==> src/include/fpi_pkg.sv <==
// Constants and types for the shared FIFO and waveform interrupt with autovector
package fpi_pkg;

  // Sizes
  localparam int ADDR_W  = 4;
  localparam int DATA_W  = 16;
  localparam int NUM_SRC = 14;
  localparam int IDX_W   = 4;

  // Register offsets
  localparam logic [ADDR_W-1:0] OFS_ENABLE   = 4'h0;
  localparam logic [ADDR_W-1:0] OFS_REQUEST  = 4'h1;
  localparam logic [ADDR_W-1:0] OFS_VECTOR   = 4'h2;
  localparam logic [ADDR_W-1:0] OFS_SETUP    = 4'h3;
  localparam logic [ADDR_W-1:0] OFS_EXT_FLAG = 4'h4;

  // Field positions
  localparam int SETUP_AUTOVEC_BIT = 0;
  localparam int EXT_MAIN_BIT      = 6;

  // Vector encoding
  localparam logic [7:0] VEC_BASE  = 8'h80;
  localparam logic [7:0] VEC_RESET = 8'h80;

  // Program addresses seen by the CPU at interrupt entry
  localparam logic [15:0] ENTRY_ADDR    = 16'h0053;
  localparam logic [15:0] PAGE_ADDR     = 16'h0054;
  localparam logic [15:0] AUTOVEC_ADDR  = 16'h0055;
  localparam logic [7:0]  LONG_JUMP_OPCODE_OPCODE   = 8'h02;
  localparam int          SERVICE_CYCLES = 8;

  // Reset values
  localparam logic [NUM_SRC-1:0] ENABLE_RESET  = 14'h0000;
  localparam logic [NUM_SRC-1:0] REQUEST_RESET = 14'h0000;

  // Source bits, lowest bit is highest priority
  typedef struct packed {
    logic waveform_event_src;
    logic waveform_engine_done_src;
    logic ep8_full_flag_src;
    logic ep6_full_flag_src;
    logic ep4_full_flag_src;
    logic ep2_full_flag_src;
    logic ep8_empty_flag_src;
    logic ep6_empty_flag_src;
    logic ep4_empty_flag_src;
    logic ep2_empty_flag_src;
    logic ep8_programmable_flag_src;
    logic ep6_programmable_flag_src;
    logic ep4_programmable_flag_src;
    logic ep2_programmable_flag_src;
  } fpi_src_type;

  // Register port request
  typedef struct packed {
    logic [ADDR_W-1:0] addr;
    logic [DATA_W-1:0] wdata;
    logic              wr;
    logic              rd;
  } fpi_bus_type;

  // Program fetch from the CPU core
  typedef struct packed {
    logic        valid;
    logic [15:0] addr;
    logic [7:0]  mem_data;
  } fpi_fetch_type;

endpackage

==> src/hdl/fpi_irq_autovector.sv <==
// Shared FIFO and waveform interrupt: requests, main flag and autovector fetch
`timescale 1ns/1ps
module fpi_irq_autovector (
  // Clock and reset
  input  wire logic                        sys_clk,
  input  wire logic                        resetn,
  input  wire logic                        clk_en,
  // Register port
  input  wire fpi_pkg::fpi_bus_type        bus,
  output logic      [fpi_pkg::DATA_W-1:0]  rd_data,
  // Source events, one-cycle pulses
  input  wire fpi_pkg::fpi_src_type        src_event,
  // CPU program fetch
  input  wire fpi_pkg::fpi_fetch_type      fetch,
  output logic      [7:0]                  fetch_data,
  // Interrupt outputs
  output logic                             fifo_port_shared_irq,
  output logic                             irq_pending,
  output logic      [7:0]                  fifo_irq_vector_code
);

  logic [fpi_pkg::NUM_SRC-1:0] source_enable_bit;
  logic [fpi_pkg::NUM_SRC-1:0] request;
  logic [fpi_pkg::NUM_SRC-1:0] next_request;
  logic [fpi_pkg::NUM_SRC-1:0] events;
  logic [fpi_pkg::NUM_SRC-1:0] w1c;
  logic [fpi_pkg::NUM_SRC-1:0] active;
  logic                        fifo_autovector_enable;
  logic                        any_active;
  logic                        any_active_q;
  logic                        cleared_q;
  logic                        main_set;
  logic                        main_clr;
  logic                        wr_enable;
  logic                        wr_request;
  logic                        wr_setup;
  logic                        wr_ext;
  logic                        av_hit;

  assign events = src_event;

  // Write decode
  assign wr_enable  = bus.wr && (bus.addr == fpi_pkg::OFS_ENABLE);
  assign wr_request = bus.wr && (bus.addr == fpi_pkg::OFS_REQUEST);
  assign wr_setup   = bus.wr && (bus.addr == fpi_pkg::OFS_SETUP);
  assign wr_ext     = bus.wr && (bus.addr == fpi_pkg::OFS_EXT_FLAG);

  // Write-one-to-clear; a new event in the same cycle wins
  assign w1c          = wr_request ? bus.wdata[fpi_pkg::NUM_SRC-1:0] : '0;
  assign next_request = (request & ~w1c) | events;

  // Only enabled, requested sources compete
  assign active      = request & source_enable_bit;
  assign any_active  = |active;
  assign irq_pending = any_active;

  // Source enables, written by firmware
  always_ff @(posedge sys_clk or negedge resetn) begin
    if (!resetn) begin
      source_enable_bit <= fpi_pkg::ENABLE_RESET;
    end else if (clk_en && wr_enable) begin
      source_enable_bit <= bus.wdata[fpi_pkg::NUM_SRC-1:0];
    end
  end

  // Individual request latches
  always_ff @(posedge sys_clk or negedge resetn) begin
    if (!resetn) begin
      request <= fpi_pkg::REQUEST_RESET;
    end else if (clk_en) begin
      request <= next_request;
    end
  end

  // Setup register, autovector enable
  always_ff @(posedge sys_clk or negedge resetn) begin
    if (!resetn) begin
      fifo_autovector_enable <= 1'b0;
    end else if (clk_en && wr_setup) begin
      fifo_autovector_enable <= bus.wdata[fpi_pkg::SETUP_AUTOVEC_BIT];
    end
  end

  // History for edge and re-trigger detection
  always_ff @(posedge sys_clk or negedge resetn) begin
    if (!resetn) begin
      any_active_q <= 1'b0;
      cleared_q    <= 1'b0;
    end else if (clk_en) begin
      any_active_q <= any_active;
      cleared_q    <= |(w1c & request);
    end
  end

  // A pending source re-raises the main flag after any individual clear;
  // if the flag is still set then, the re-raise is absorbed and lost
  assign main_set = any_active && (!any_active_q || cleared_q);
  assign main_clr = wr_ext && !bus.wdata[fpi_pkg::EXT_MAIN_BIT];

  // Main shared flag, set wins over clear
  always_ff @(posedge sys_clk or negedge resetn) begin
    if (!resetn) begin
      fifo_port_shared_irq <= 1'b0;
    end else if (clk_en) begin
      if (main_set) begin
        fifo_port_shared_irq <= 1'b1;
      end else if (main_clr) begin
        fifo_port_shared_irq <= 1'b0;
      end
    end
  end

  // Priority pick into the vector register
  fpi_vector_pick u_pick (
    .sys_clk (sys_clk),
    .resetn  (resetn),
    .clk_en  (clk_en),
    .active  (active),
    .vector  (fifo_irq_vector_code)
  );

  // Low address byte of the jump at entry is the autovector slot
  assign av_hit = fetch.valid && fifo_autovector_enable &&
                  (fetch.addr == fpi_pkg::AUTOVEC_ADDR);

  // Fetch path, same latency as memory so the jump costs no extra cycle
  always_ff @(posedge sys_clk or negedge resetn) begin
    if (!resetn) begin
      fetch_data <= 8'h00;
    end else if (clk_en && fetch.valid) begin
      fetch_data <= av_hit ? fifo_irq_vector_code : fetch.mem_data;
    end
  end

  // Read data one cycle after the strobe; unmapped reads return zero
  always_ff @(posedge sys_clk or negedge resetn) begin
    if (!resetn) begin
      rd_data <= 16'h0000;
    end else if (clk_en) begin
      if (!bus.rd) begin
        rd_data <= 16'h0000;
      end else if (bus.addr == fpi_pkg::OFS_ENABLE) begin
        rd_data <= {2'b00, source_enable_bit};
      end else if (bus.addr == fpi_pkg::OFS_REQUEST) begin
        rd_data <= {2'b00, request};
      end else if (bus.addr == fpi_pkg::OFS_VECTOR) begin
        rd_data <= {8'h00, fifo_irq_vector_code};
      end else if (bus.addr == fpi_pkg::OFS_SETUP) begin
        rd_data <= {15'h0000, fifo_autovector_enable};
      end else if (bus.addr == fpi_pkg::OFS_EXT_FLAG) begin
        rd_data <= {9'h000, fifo_port_shared_irq, 6'h00};
      end else begin
        rd_data <= 16'h0000;
      end
    end
  end

  // Per source: own code when leading, set by its event, kept unless cleared
  for (genvar s = 0; s < fpi_pkg::NUM_SRC; s++) begin : g_src_chk
    localparam logic [fpi_pkg::NUM_SRC-1:0] ONE_HOT = {{(fpi_pkg::NUM_SRC-1){1'b0}}, 1'b1} << s;
    localparam logic [fpi_pkg::NUM_SRC-1:0] HIGHER  = ONE_HOT - 1'b1;
    localparam logic [7:0]                  CODE    = fpi_pkg::VEC_BASE + 8'(4 * s);

  end
endmodule

==> src/hdl/fpi_vector_pick.sv <==
// Priority pick of the highest active source into a registered vector code
`timescale 1ns/1ps
module fpi_vector_pick (
  // Clock and reset
  input  wire logic                      sys_clk,
  input  wire logic                      resetn,
  input  wire logic                      clk_en,
  // Active sources, bit 0 highest priority
  input  wire logic [fpi_pkg::NUM_SRC-1:0] active,
  // Vector code
  output logic      [7:0]                vector
);

  logic [fpi_pkg::NUM_SRC:0] seen;
  logic [fpi_pkg::IDX_W-1:0] idx_acc [0:fpi_pkg::NUM_SRC];

  assign seen[0]    = 1'b0;
  assign idx_acc[0] = 4'h0;

  // Lower index masks every later one
  for (genvar i = 0; i < fpi_pkg::NUM_SRC; i++) begin : g_pick
    assign seen[i+1]    = seen[i] | active[i];
    assign idx_acc[i+1] = (active[i] && !seen[i]) ? 4'(i) : idx_acc[i];
  end

  // Holds the last code when nothing is active, so firmware reads stay stable
  always_ff @(posedge sys_clk or negedge resetn) begin
    if (!resetn) begin
      vector <= fpi_pkg::VEC_RESET;
    end else if (clk_en && |active) begin
      vector <= fpi_pkg::VEC_BASE | {2'b00, idx_acc[fpi_pkg::NUM_SRC], 2'b00};
    end
  end

endmodule

==> config.mk <==
export PLATFORM = sky130hd
export DESIGN_NAME = fpi_irq_autovector
export DESIGN_NICKNAME = d
export VERILOG_FILES = /design/src/include/fpi_pkg.sv /design/src/hdl/fpi_irq_autovector.sv /design/src/hdl/fpi_vector_pick.sv
export SDC_FILE = /design/constraint.sdc
export NUM_CORES = 1
export LEC_CHECK = 0
export BUFFER_PORTS_ARGS = -buffer_cell sky130_fd_sc_hd__buf_2
export CORE_AREA = 2 2 105 107
export DETAILED_ROUTE_END_ITERATION = 16
export DIE_AREA = 0 0 107 109
export PLACE_DENSITY = 0.6
export SETUP_SLACK_MARGIN = 0.5
export SLEW_MARGIN = 25
export SYNTH_ARGS = -nofsm -noshare
export SYNTH_HDL_FRONTEND = slang
export SYNTH_HIERARCHICAL = 1
export SYNTH_SLANG_ARGS = --single-unit
==> constraint.sdc <==
create_clock -name sys_clk -period 2.4 [get_ports sys_clk]
set_clock_uncertainty 0.2 [all_clocks]
set_input_delay 0.24 -clock sys_clk [delete_from_list [all_inputs] [get_ports sys_clk]]
set_output_delay 0.24 -clock sys_clk [all_outputs]
set_load 0.005 [all_outputs]
==> results of run 1 <==
[repair_timing]
action / CTS / global route
endpoints found under the hold margin: 95 / 0
setup buffers: 16 / 7
endpoints found under the setup margin: 5 / 7
gates resized for setup: 11 / 11
hold buffers: 37 / 0
pin swaps: 2 / 3
[power groups by stage]
stage / Clock (mW) / Sequential, mW / Combinational (mW)
6_report: 1.06 / 1.18 / 0.759
5_1_grt: 1.13 / 1.20 / 0.829
4_1_cts: 1.09 / 1.18 / 0.705
3_5_place_dp: 0 / 1.21 / 0.572
3_3_place_gp: 0 / 1.20 / 0.561
2_1_floorplan: 0 / 1.18 / 0.357
[state kept, by name, indices dropped and copies added (netlist names)]
signal / cells
fifo_autovector_enable: 1
any_active_q: 1
cleared_q: 1
u_pick/vector: 4
request: 14
rd_data: 14
fifo_port_shared_irq: 1
fetch_data: 8
source_enable_bit: 14
[layout make-up]
| class | instances | area [µm²] | area share, % |
|---|---|---|---|
| repair buffers | 161 | 1086 | 23.90 |
| flip-flops and latches | 58 | 1451 | 31.94 |
| clock buffers | 12 | 165.2 | 3.634 |
| inverters | 15 | 56.30 | 1.239 |
| multi-input cells | 216 | 1538 | 33.84 |
| clock inverters | 4 | 72.57 | 1.597 |
| well taps | 140 | 175.2 | 3.855 |
[synthesized netlist by cell type, types with 2 or more instances]
| library cell | instances | area [µm²] |
|---|---|---|
| dfrtp_1 | 58 | 1451 |
| nor2_1 | 27 | 101.4 |
| nand2_1 | 23 | 86.33 |
| a22o_1 | 18 | 157.7 |
| and2_1 | 15 | 93.84 |
| inv_1 | 15 | 56.30 |
| a21oi_1 | 14 | 70.07 |
| o21ai_0 | 12 | 60.06 |
| mux2_4 | 10 | 150.1 |
| a22oi_1 | 9 | 67.56 |
| a31oi_1 | 9 | 56.30 |
| o2bb2ai_1 | 8 | 70.07 |
| buf_4 | 7 | 52.55 |
| clkbuf_1 | 6 | 22.52 |
| nor2b_1 | 6 | 37.54 |
| o22ai_1 | 6 | 37.54 |
| mux2_2 | 5 | 56.30 |
| nand3_1 | 5 | 25.02 |
| o32ai_1 | 5 | 43.79 |
| or4_1 | 4 | 30.03 |
| and3_1 | 3 | 18.77 |
| conb_1 | 3 | 11.26 |
| nor4b_1 | 3 | 26.28 |
| a2111oi_0 | 2 | 17.52 |
| a21o_1 | 2 | 15.01 |
| buf_1 | 2 | 7.510 |
| nor3_1 | 2 | 10.01 |
| nor4_1 | 2 | 12.51 |
| o221ai_1 | 2 | 17.52 |
[metal layers]
layer / GRT usage, % / up-vias / wire length (µm)
met3: 4.782 / 20 / 586
li1: - / 1431 / -
met2: 28.34 / 103 / 4523
met4: 5.659 / 0 / 186
met5: 0 / - / 0
met1: 20.47 / 1433 / 4137
[critical path, stage by stage, from the launching register on]
cell     delay [ns]
dfrtp_1        0.39
and2_4         0.18
or4_4          0.56
nor3_4         0.19
buf_6          0.12
inv_1          0.03
buf_2          0.11
[per-stage QoR]
stage | setup WS [ns] | cell area (µm²) | TNS, ns
6_report | 0.04329 | 4544 | 0
4_1_cts | 0.06066 | 4452 | 0
3_5_place_dp | 0.2881 | 3697 | 0
3_3_place_gp | 0.3002 | 3697 | 0
5_1_grt | -0.01411 | 4544 | -0.01411
2_1_floorplan | 0.5492 | 3105 | 0
[layout by cell type (no fill, tap or decap), drive strengths merged, types with 2 or more instances in the layout]
cell type	instances
a21o	2
o21ai	13
o22ai	6
or4	4
a2111oi	2
dfrtp	58
clkbuf	12
dlygate4sd3	37
a21oi	14
o221ai	2
nand2	23
nand3	6
a22o	18
buf	124
nor2b	6
nor3	2
and2	15
o32ai	5
o2bb2ai	8
nor4	3
a31oi	9
nor2	28
mux2	15
inv	15
bufinv	2
conb	6
a22oi	9
and3	3
nor4b	4
[logic make-up after synthesis]
kind of cell | after synthesis
flip-flops | 58
AO/OA/AOI/OAI | 97
other | 3
AND/OR/NAND/NOR | 97
buffers and inverters | 33
multiplexers | 16
[worst min path at each step]
stage | slack, ns | cells past startpoint | end | start
3_3_place_gp | 0.24 | 2 | fetch_data[1]$_DFFE_PN0P_ | resetn
3_5_place_dp | 0.24 | 2 | fetch_data[1]$_DFFE_PN0P_ | resetn
6_report | 0.04 | 3 | rd_data[6]$_DFFE_PN0P_ | bus[0]
5_1_grt | 0.04 | 3 | rd_data[6]$_DFFE_PN0P_ | bus[0]
2_1_floorplan | -0.26 | 0 | any_active_q$_DFFE_PN0P_ | resetn
4_1_cts | 0.008 | 3 | rd_data[6]$_DFFE_PN0P_ | bus[0]
==> impl_metrics.ini, run 1 <==
[sta]
rsz0062_at_grt = true
fin_crit_ns = 2.357
fmax_mhz = 424.3
hold_slack_ns = 0.03726
maxSlewViolCount = 0
final-hold-violation-count = 0
slew_headroom_pct = 50.55
tightest_slew_ns = 0.7417
setup_viol = 0
period_share_pct = 98.20

[yosys]
ys_ff_latch = 58
synth_top_family_by_area = compound AO/OA/AOI/OAI gates
avgSynthCellArea_um2 = 10.18
synth_compound_area_share_pct = 22.60
synthMuxAreaShare_pct = 6.996
ys_async_sr_fraction_pct = 100.0
synth_xor_area_share_pct = 0
seq_area_frac_synth_pct = 46.91
synth_adder_area_share_pct = 0
synth-warning-count = 6
ys_types = 50
synth_cells = 304
synth_edf_count = 0
yosys.area_share.simple_pct = 17.47
synth_area_um2 = 3094
synth_ff_type = dfrtp_1

[global_routing]
grt_pass1_wl_mm = 15.06
grt_pass1_vias = 3076
grt_max_degree = 59
antenna_found_initial = 0
overflow = 0
grt_usage_pct = 16.71

[setup_path]
crit_type = reg2out
required_ns = 1.96
worstRegToRegCells = 7
crit_fanout = 3
worstSetupStartpoint = source_enable_bit[9]$_DFFE_PN0P_
r2r_slack_ns = 0.41
worstReg2RegEnd = u_pick/vector[5]$_DFFE_PN0P_
cp-start-kind = flop
cp-end-kind = output pin
crit_arrival_ns = 1.92
worstSetupEndpoint = irq_pending
r2r-start = request[2]$_DFFE_PN0P_

[routing]
routed_wl_mm = 9.433
drc = 0
drt_iter0_drc = 180
antenna_left = 0
drt_pre_antenna_iters = 4
routed_via_density = 4.929
wl_per_cell_um = 15.57
vias = 2987

[worst_hold_path]
hp-class = in2reg

[finish]
utilization_pct = 42.86
num_antenna_cells = 0
final_nets = 525
area_growth_pct = 46.87
drive_gt1_share_pct = 37.55
fillers = 1021
fin_cells = 606

[clocking]
cts-root-buf = clkbuf_8
insertion_delay_ns = 0.34
cts_buffers = 9
h-tree-depth = 3
clk_pin_slew_ns = 0.07
cts_tree = built
clock-sinks = 58
clock_path_buffers = 2

[placement]
gp_congestion = 0.8244
dp_cells = 530
dp_hpwl_mm = 6.697
portBuffers = 89

[flow_run]
max-cap-violations = 0

[pwr]
p_comb_share_pct = 25.3
intPower_mw = 2.170
clockPowerShare_pct = 35.3
share_seq_of_total_power_pct = 39.4
swShare_pct = 27.79
ir_worst_vdd_v = 0.0003233
p_sw_mw = 0.8354
leakage_nw = 2.109
p_total_mw = 3.006
cellPowerDensity_nw_per_um2 = 661.4

[floorplanning]
die_area_um2 = 11660
chipHeight_um = 109
initial_core_util_pct = 29.18
fp.dieW_um = 107
pin_count = 98
rows = 38
core-area_um2 = 10600

[outcome]
outcome = finished clean
Note: power is estimated with default switching activity, not from simulation.
==> inputs of run 2 (changes only) <==
- CELL_PAD_IN_SITES_DETAIL_PLACEMENT: unset -> 0
- CELL_PAD_IN_SITES_GLOBAL_PLACEMENT: unset -> 1
- PLACE_DENSITY: 0.6 -> 0.73
==> run 2 against run 1 <==
Compared with the run above: largest power group unchanged; combinational power fell by 2%; largest cell class unchanged; register-to-register slack got worse by 0.04 ns; cell count fell by 0.99%; hold slack improved by 0.024 ns.
==> impl_metrics.ini, run 2 (same netlist as run 1, synthesis figures left out) <==
[finish]
mostFrequentLayoutCells = 89 x buf_2, 57 x dfrtp_1, 37 x dlygate4sd3_1, 27 x nor2_1, 27 x buf_4
final_nets = 519
num_antenna_cells = 0
area_growth_pct = 45.69
utilization_pct = 42.52
reg_top3 = rd_data: 14 flops, request: 14 flops, source_enable_bit: 14 flops
mostFrequentLayoutCell = buf_2
drive_gt1_share_pct = 36.52
fillers = 1047

[sta]
final-hold-violation-count = 0
fin_crit_ns = 2.377
setup_viol = 0
slew_headroom_pct = 50.08
period_share_pct = 99.03
tightest_slew_ns = 0.7489
maxSlewViolCount = 0
hold_slack_ns = 0.06140
fmax_mhz = 420.7
rsz0062_at_grt = true

[setup_path]
required_ns = 1.96
crit_buf_inv = 3
worstRegToRegCells = 6
slowest_delay_ns = 0.50
cp_top_family = simple AND/OR/NAND/NOR gates
worstReg2RegEnd = u_pick/vector[2]$_DFFE_PN0P_
slowest_stage = or4_4
r2r_slack_ns = 0.37
cp-start-kind = flop
crit_type = reg2out
crit_fanout = 2
crit_chain = a22o_1, or4_4, nor3_4, buf_6, inv_2, buf_2
cp-end-kind = output pin
r2r-start = request[2]$_DFFE_PN0P_
crit_arrival_ns = 1.94

[floorplanning]
initial_core_util_pct = 29.18
pin_count = 98
rows = 38
core-area_um2 = 10600
chipHeight_um = 109
fp.dieW_um = 107
die_area_um2 = 11660

[global_routing]
overflow = 0
antenna_found_initial = 0
met3_usage_pct = 4.603
grt_busiest_layer = met2
grt_usage_pct = 17.06
grt_pass1_vias = 2914
grt_max_degree = 59
grt_pass1_wl_mm = 15.31
grt_use_met1_pct = 22.68
grt_util_met2_pct = 27.98

[routing]
antenna_left = 0
wl_per_cell_um = 16.09
routed_wl_mm = 9.656
drt_pre_antenna_iters = 4
drt_iter0_drc = 155
routed_via_density = 4.922
drc = 0
vias = 2953

[outcome]
outcome = finished clean

[clocking]
clk_pin_slew_ns = 0.07
clock-sinks = 58
clock_path_buffers = 2
cts-root-buf = clkbuf_8
h-tree-depth = 3
insertion_delay_ns = 0.34
cts_buffers = 9
cts_tree = built

[pwr]
cellPowerDensity_nw_per_um2 = 676.7
ir_worst_vdd_v = 0.0003547
leakage_nw = 2.090

[flow_run]
max-cap-violations = 0

[worst_hold_path]
min_from = bus[0]
min_to = rd_data[6]$_DFFE_PN0P_
min_path_cells = 3
hp-class = in2reg

[placement]
gp_congestion = 0.8939
dp_hpwl_mm = 6.980
portBuffers = 89
## run 2: layer usage
layer | wire (µm) | share of wire (%)
met1 | 4428 | 46
met3 | 441 | 4.6
met5 | 0 | 0
met2 | 4682 | 48
met4 | 104 | 1.1
## run 2: layout make-up
type	count	area, µm²	share of cell area, %
Sequential cell	58	1453	32.22
Inverter	15	56.30	1.249
Clock buffer	11	151.4	3.358
Multi-Input combinational cell	216	1531	33.97
Clock inverter	5	100.1	2.220
Tap cell	140	175.2	3.886
Timing Repair Buffer	155	1041	23.09
## run 2: worst max path at each step
stage	from	depth (start not counted)	to
floorplan	source_enable_bit[2]$_DFFE_PN0P_	5	u_pick/vector[2]$_DFFE_PN0P_
global placement	bus[19]	4	source_enable_bit[13]$_DFFE_PN0P_
detailed placement	bus[19]	4	source_enable_bit[2]$_DFFE_PN0P_
CTS	request[2]$_DFFE_PN0P_	6	irq_pending
global route	source_enable_bit[8]$_DFFE_PN0P_	6	irq_pending
finish	source_enable_bit[8]$_DFFE_PN0P_	6	irq_pending
## run 2: tightest hold or removal path, cell delays in order
cell	delay, ns
buf_2	0.13
o2111ai_1	0.11
o2bb2ai_1	0.07
## run 2: power breakdown
group          total, mW  switching [mW]  leakage [nW]  internal (mW)
logic              0.741           0.341          1.28          0.400
registers           1.18          0.0937         0.677           1.09
clock network       1.13           0.385         0.129          0.743
## run 2: what timing repair did
item                                   CTS  global route
pin swaps                                3             5
setup endpoints to repair                7             8
gates resized for setup                 10            12
endpoints found under the hold margin   94             0
buffers inserted                        15             3
hold buffers                            37             0
## run 2: metrics by stage
stage / power (mW) / std cells / area (µm²) / TNS [ns] / setup slack, ns
2_1_floorplan: 1.536 / 307 / 3105 / 0 / 0.5492
3_3_place_gp: 1.771 / 529 / 3690 / 0 / 0.2774
3_5_place_dp: 1.780 / 529 / 3690 / 0 / 0.2657
4_1_cts: 3.028 / 597 / 4448 / 0 / 0.03557
5_1_grt: 3.211 / 600 / 4508 / -0.03600 / -0.03600
6_report: 3.051 / 600 / 4508 / 0 / 0.02322
==> inputs of run 3 (changes only) <==
- RECOVER_POWER: unset -> 50
==> run 3 against run 2 <==
Compared with the run above: critical path depth unchanged; via count is 0.71% lower; non-clock buffer count did not move; maximum frequency about the same; sequential power about the same; flip-flop and latch count stayed put; cell area down 0.67%; critical path type unchanged; critical endpoint unchanged; highest routed layer unchanged.
==> impl_metrics.ini, run 3 (same netlist as run 1, synthesis figures left out) <==
[placement]
dp_cells = 529
gp_congestion = 0.8939
portBuffers = 89
dp_hpwl_mm = 6.980

[finish]
area_growth_pct = 44.72
drive_gt1_share_pct = 32.61
multi_input_comb_area_um2 = 1531
fillers = 1051
mostFrequentLayoutCell = buf_2
utilization_pct = 42.24
num_antenna_cells = 0
final_nets = 519
mostFrequentLayoutCells = 73 x buf_2, 57 x dfrtp_1, 37 x dlygate4sd3_1, 27 x nor2_1, 24 x buf_4
fin_cells = 600
register_area_um2 = 1453
reg_top3 = rd_data: 14 flops, request: 14 flops, source_enable_bit: 14 flops

[floorplanning]
die_area_um2 = 11660
fp.dieW_um = 107
chipHeight_um = 109
pin_count = 98
core-area_um2 = 10600
rows = 38
initial_core_util_pct = 29.18

[setup_path]
worstSetupStartpoint = source_enable_bit[8]$_DFFE_PN0P_
worstReg2RegEnd = u_pick/vector[5]$_DFFE_PN0P_
cp-start-kind = flop
r2r-start = request[2]$_DFFE_PN0P_
worstRegToRegCells = 7
crit_arrival_ns = 1.94
cp-end-kind = output pin
required_ns = 1.96
crit_type = reg2out
crit_fanout = 2
worstSetupEndpoint = irq_pending
r2r_slack_ns = 0.36

[sta]
maxSlewViolCount = 0
setup_viol = 0
fmax_mhz = 420.9
final-hold-violation-count = 0
tightest_slew_ns = 1.451
slew_headroom_pct = 3.245
rsz0062_at_grt = true
finalSetupTns_ns = 0
fin_crit_ns = 2.376
period_share_pct = 98.99

[clocking]
h-tree-depth = 3
clock-sinks = 58
clk_pin_slew_ns = 0.07
cts_buffers = 9
cts_tree = built
insertion_delay_ns = 0.34
clock_path_buffers = 2
cts-root-buf = clkbuf_8

[routing]
routed_via_density = 4.887
vias = 2932
wl_per_cell_um = 16.13
drt_iter0_drc = 127
routed_wl_mm = 9.680
drc = 0
drt_pre_antenna_iters = 4
antenna_left = 0

[global_routing]
grt_max_degree = 59
grt_util_met2_pct = 27.98
grt_pass1_vias = 2914
grt_busiest_layer = met2
antenna_found_initial = 0
grt_usage_pct = 17.06
met3_usage_pct = 4.603
grt_pass1_wl_mm = 15.31
grt_use_met1_pct = 22.68
overflow = 0

[flow_run]
max-cap-violations = 0

[worst_hold_path]
hp-class = in2reg

[pwr]
leakage_nw = 2.026
cellPowerDensity_nw_per_um2 = 679.0
ir_worst_vdd_v = 0.0003554
p_total_mw = 3.041

[outcome]
outcome = finished clean
==> run 3: worst min-delay path by stage <==
stage | startpoint | to | slack, ns | depth (start not counted)
after floorplan | resetn | any_active_q$_DFFE_PN0P_ | -0.26 | 0
after global placement | resetn | fetch_data[3]$_DFFE_PN0P_ | 0.24 | 2
after detailed placement | resetn | fetch_data[3]$_DFFE_PN0P_ | 0.24 | 2
after CTS | bus[0] | rd_data[6]$_DFFE_PN0P_ | 0.04 | 3
after global routing | bus[0] | rd_data[6]$_DFFE_PN0P_ | 0.08 | 3
final | bus[0] | rd_data[6]$_DFFE_PN0P_ | 0.06 | 3
==> run 3: through the flow <==
step	worst slack, ns	cell area [µm²]	hold slack (ns)
final	0.02427	4478	0.05964
after global routing	-0.03600	4478	0.08109
after CTS	0.03557	4448	0.04370
after detailed placement	0.2657	3690	0.2438
after global placement	0.2774	3690	0.2445
after floorplan	0.5492	3105	-0.2556
==> run 3: power breakdown <==
group | leakage, nW | switching [mW] | internal, mW
sequential | 0.677 | 0.0953 | 1.09
combinational | 1.22 | 0.342 | 0.389
clock | 0.129 | 0.383 | 0.743
total | 2.03 | 0.820 | 2.22
==> run 3: area by class of cell <==
| type | instances | area share, % |
|---|---|---|
| Sequential cell | 58 | 32.44 |
| Clock buffer | 11 | 3.381 |
| Multi-Input combinational cell | 216 | 34.20 |
| Inverter | 15 | 1.257 |
| Timing Repair Buffer | 155 | 22.58 |
| Tap cell | 140 | 3.912 |
| Clock inverter | 5 | 2.235 |
==> run 3: layer usage <==
layer / wire length [µm] / part of all wire [%] / vias to the layer above
li1: - / - / 1419
met1: 4439 / 46 / 1431
met2: 4713 / 49 / 72
met3: 423 / 4.4 / 10
met4: 104 / 1.1 / 0
met5: 0 / 0 / -
==> run 3: repair_timing <==
item,in CTS,in global routing
pin swaps,3,5
endpoints found under the setup margin,7,8
hold buffers,37,0
setup buffers,15,3
gates resized for setup,10,12
endpoints found under the hold margin,94,0
==> run 3: worst max-delay path, cell delays in order (launching register included) <==
cell	delay, ns
dfrtp_1	0.39
a22o_1	0.23
or4_4	0.50
nor3_4	0.22
buf_6	0.12
inv_2	0.03
buf_2	0.11
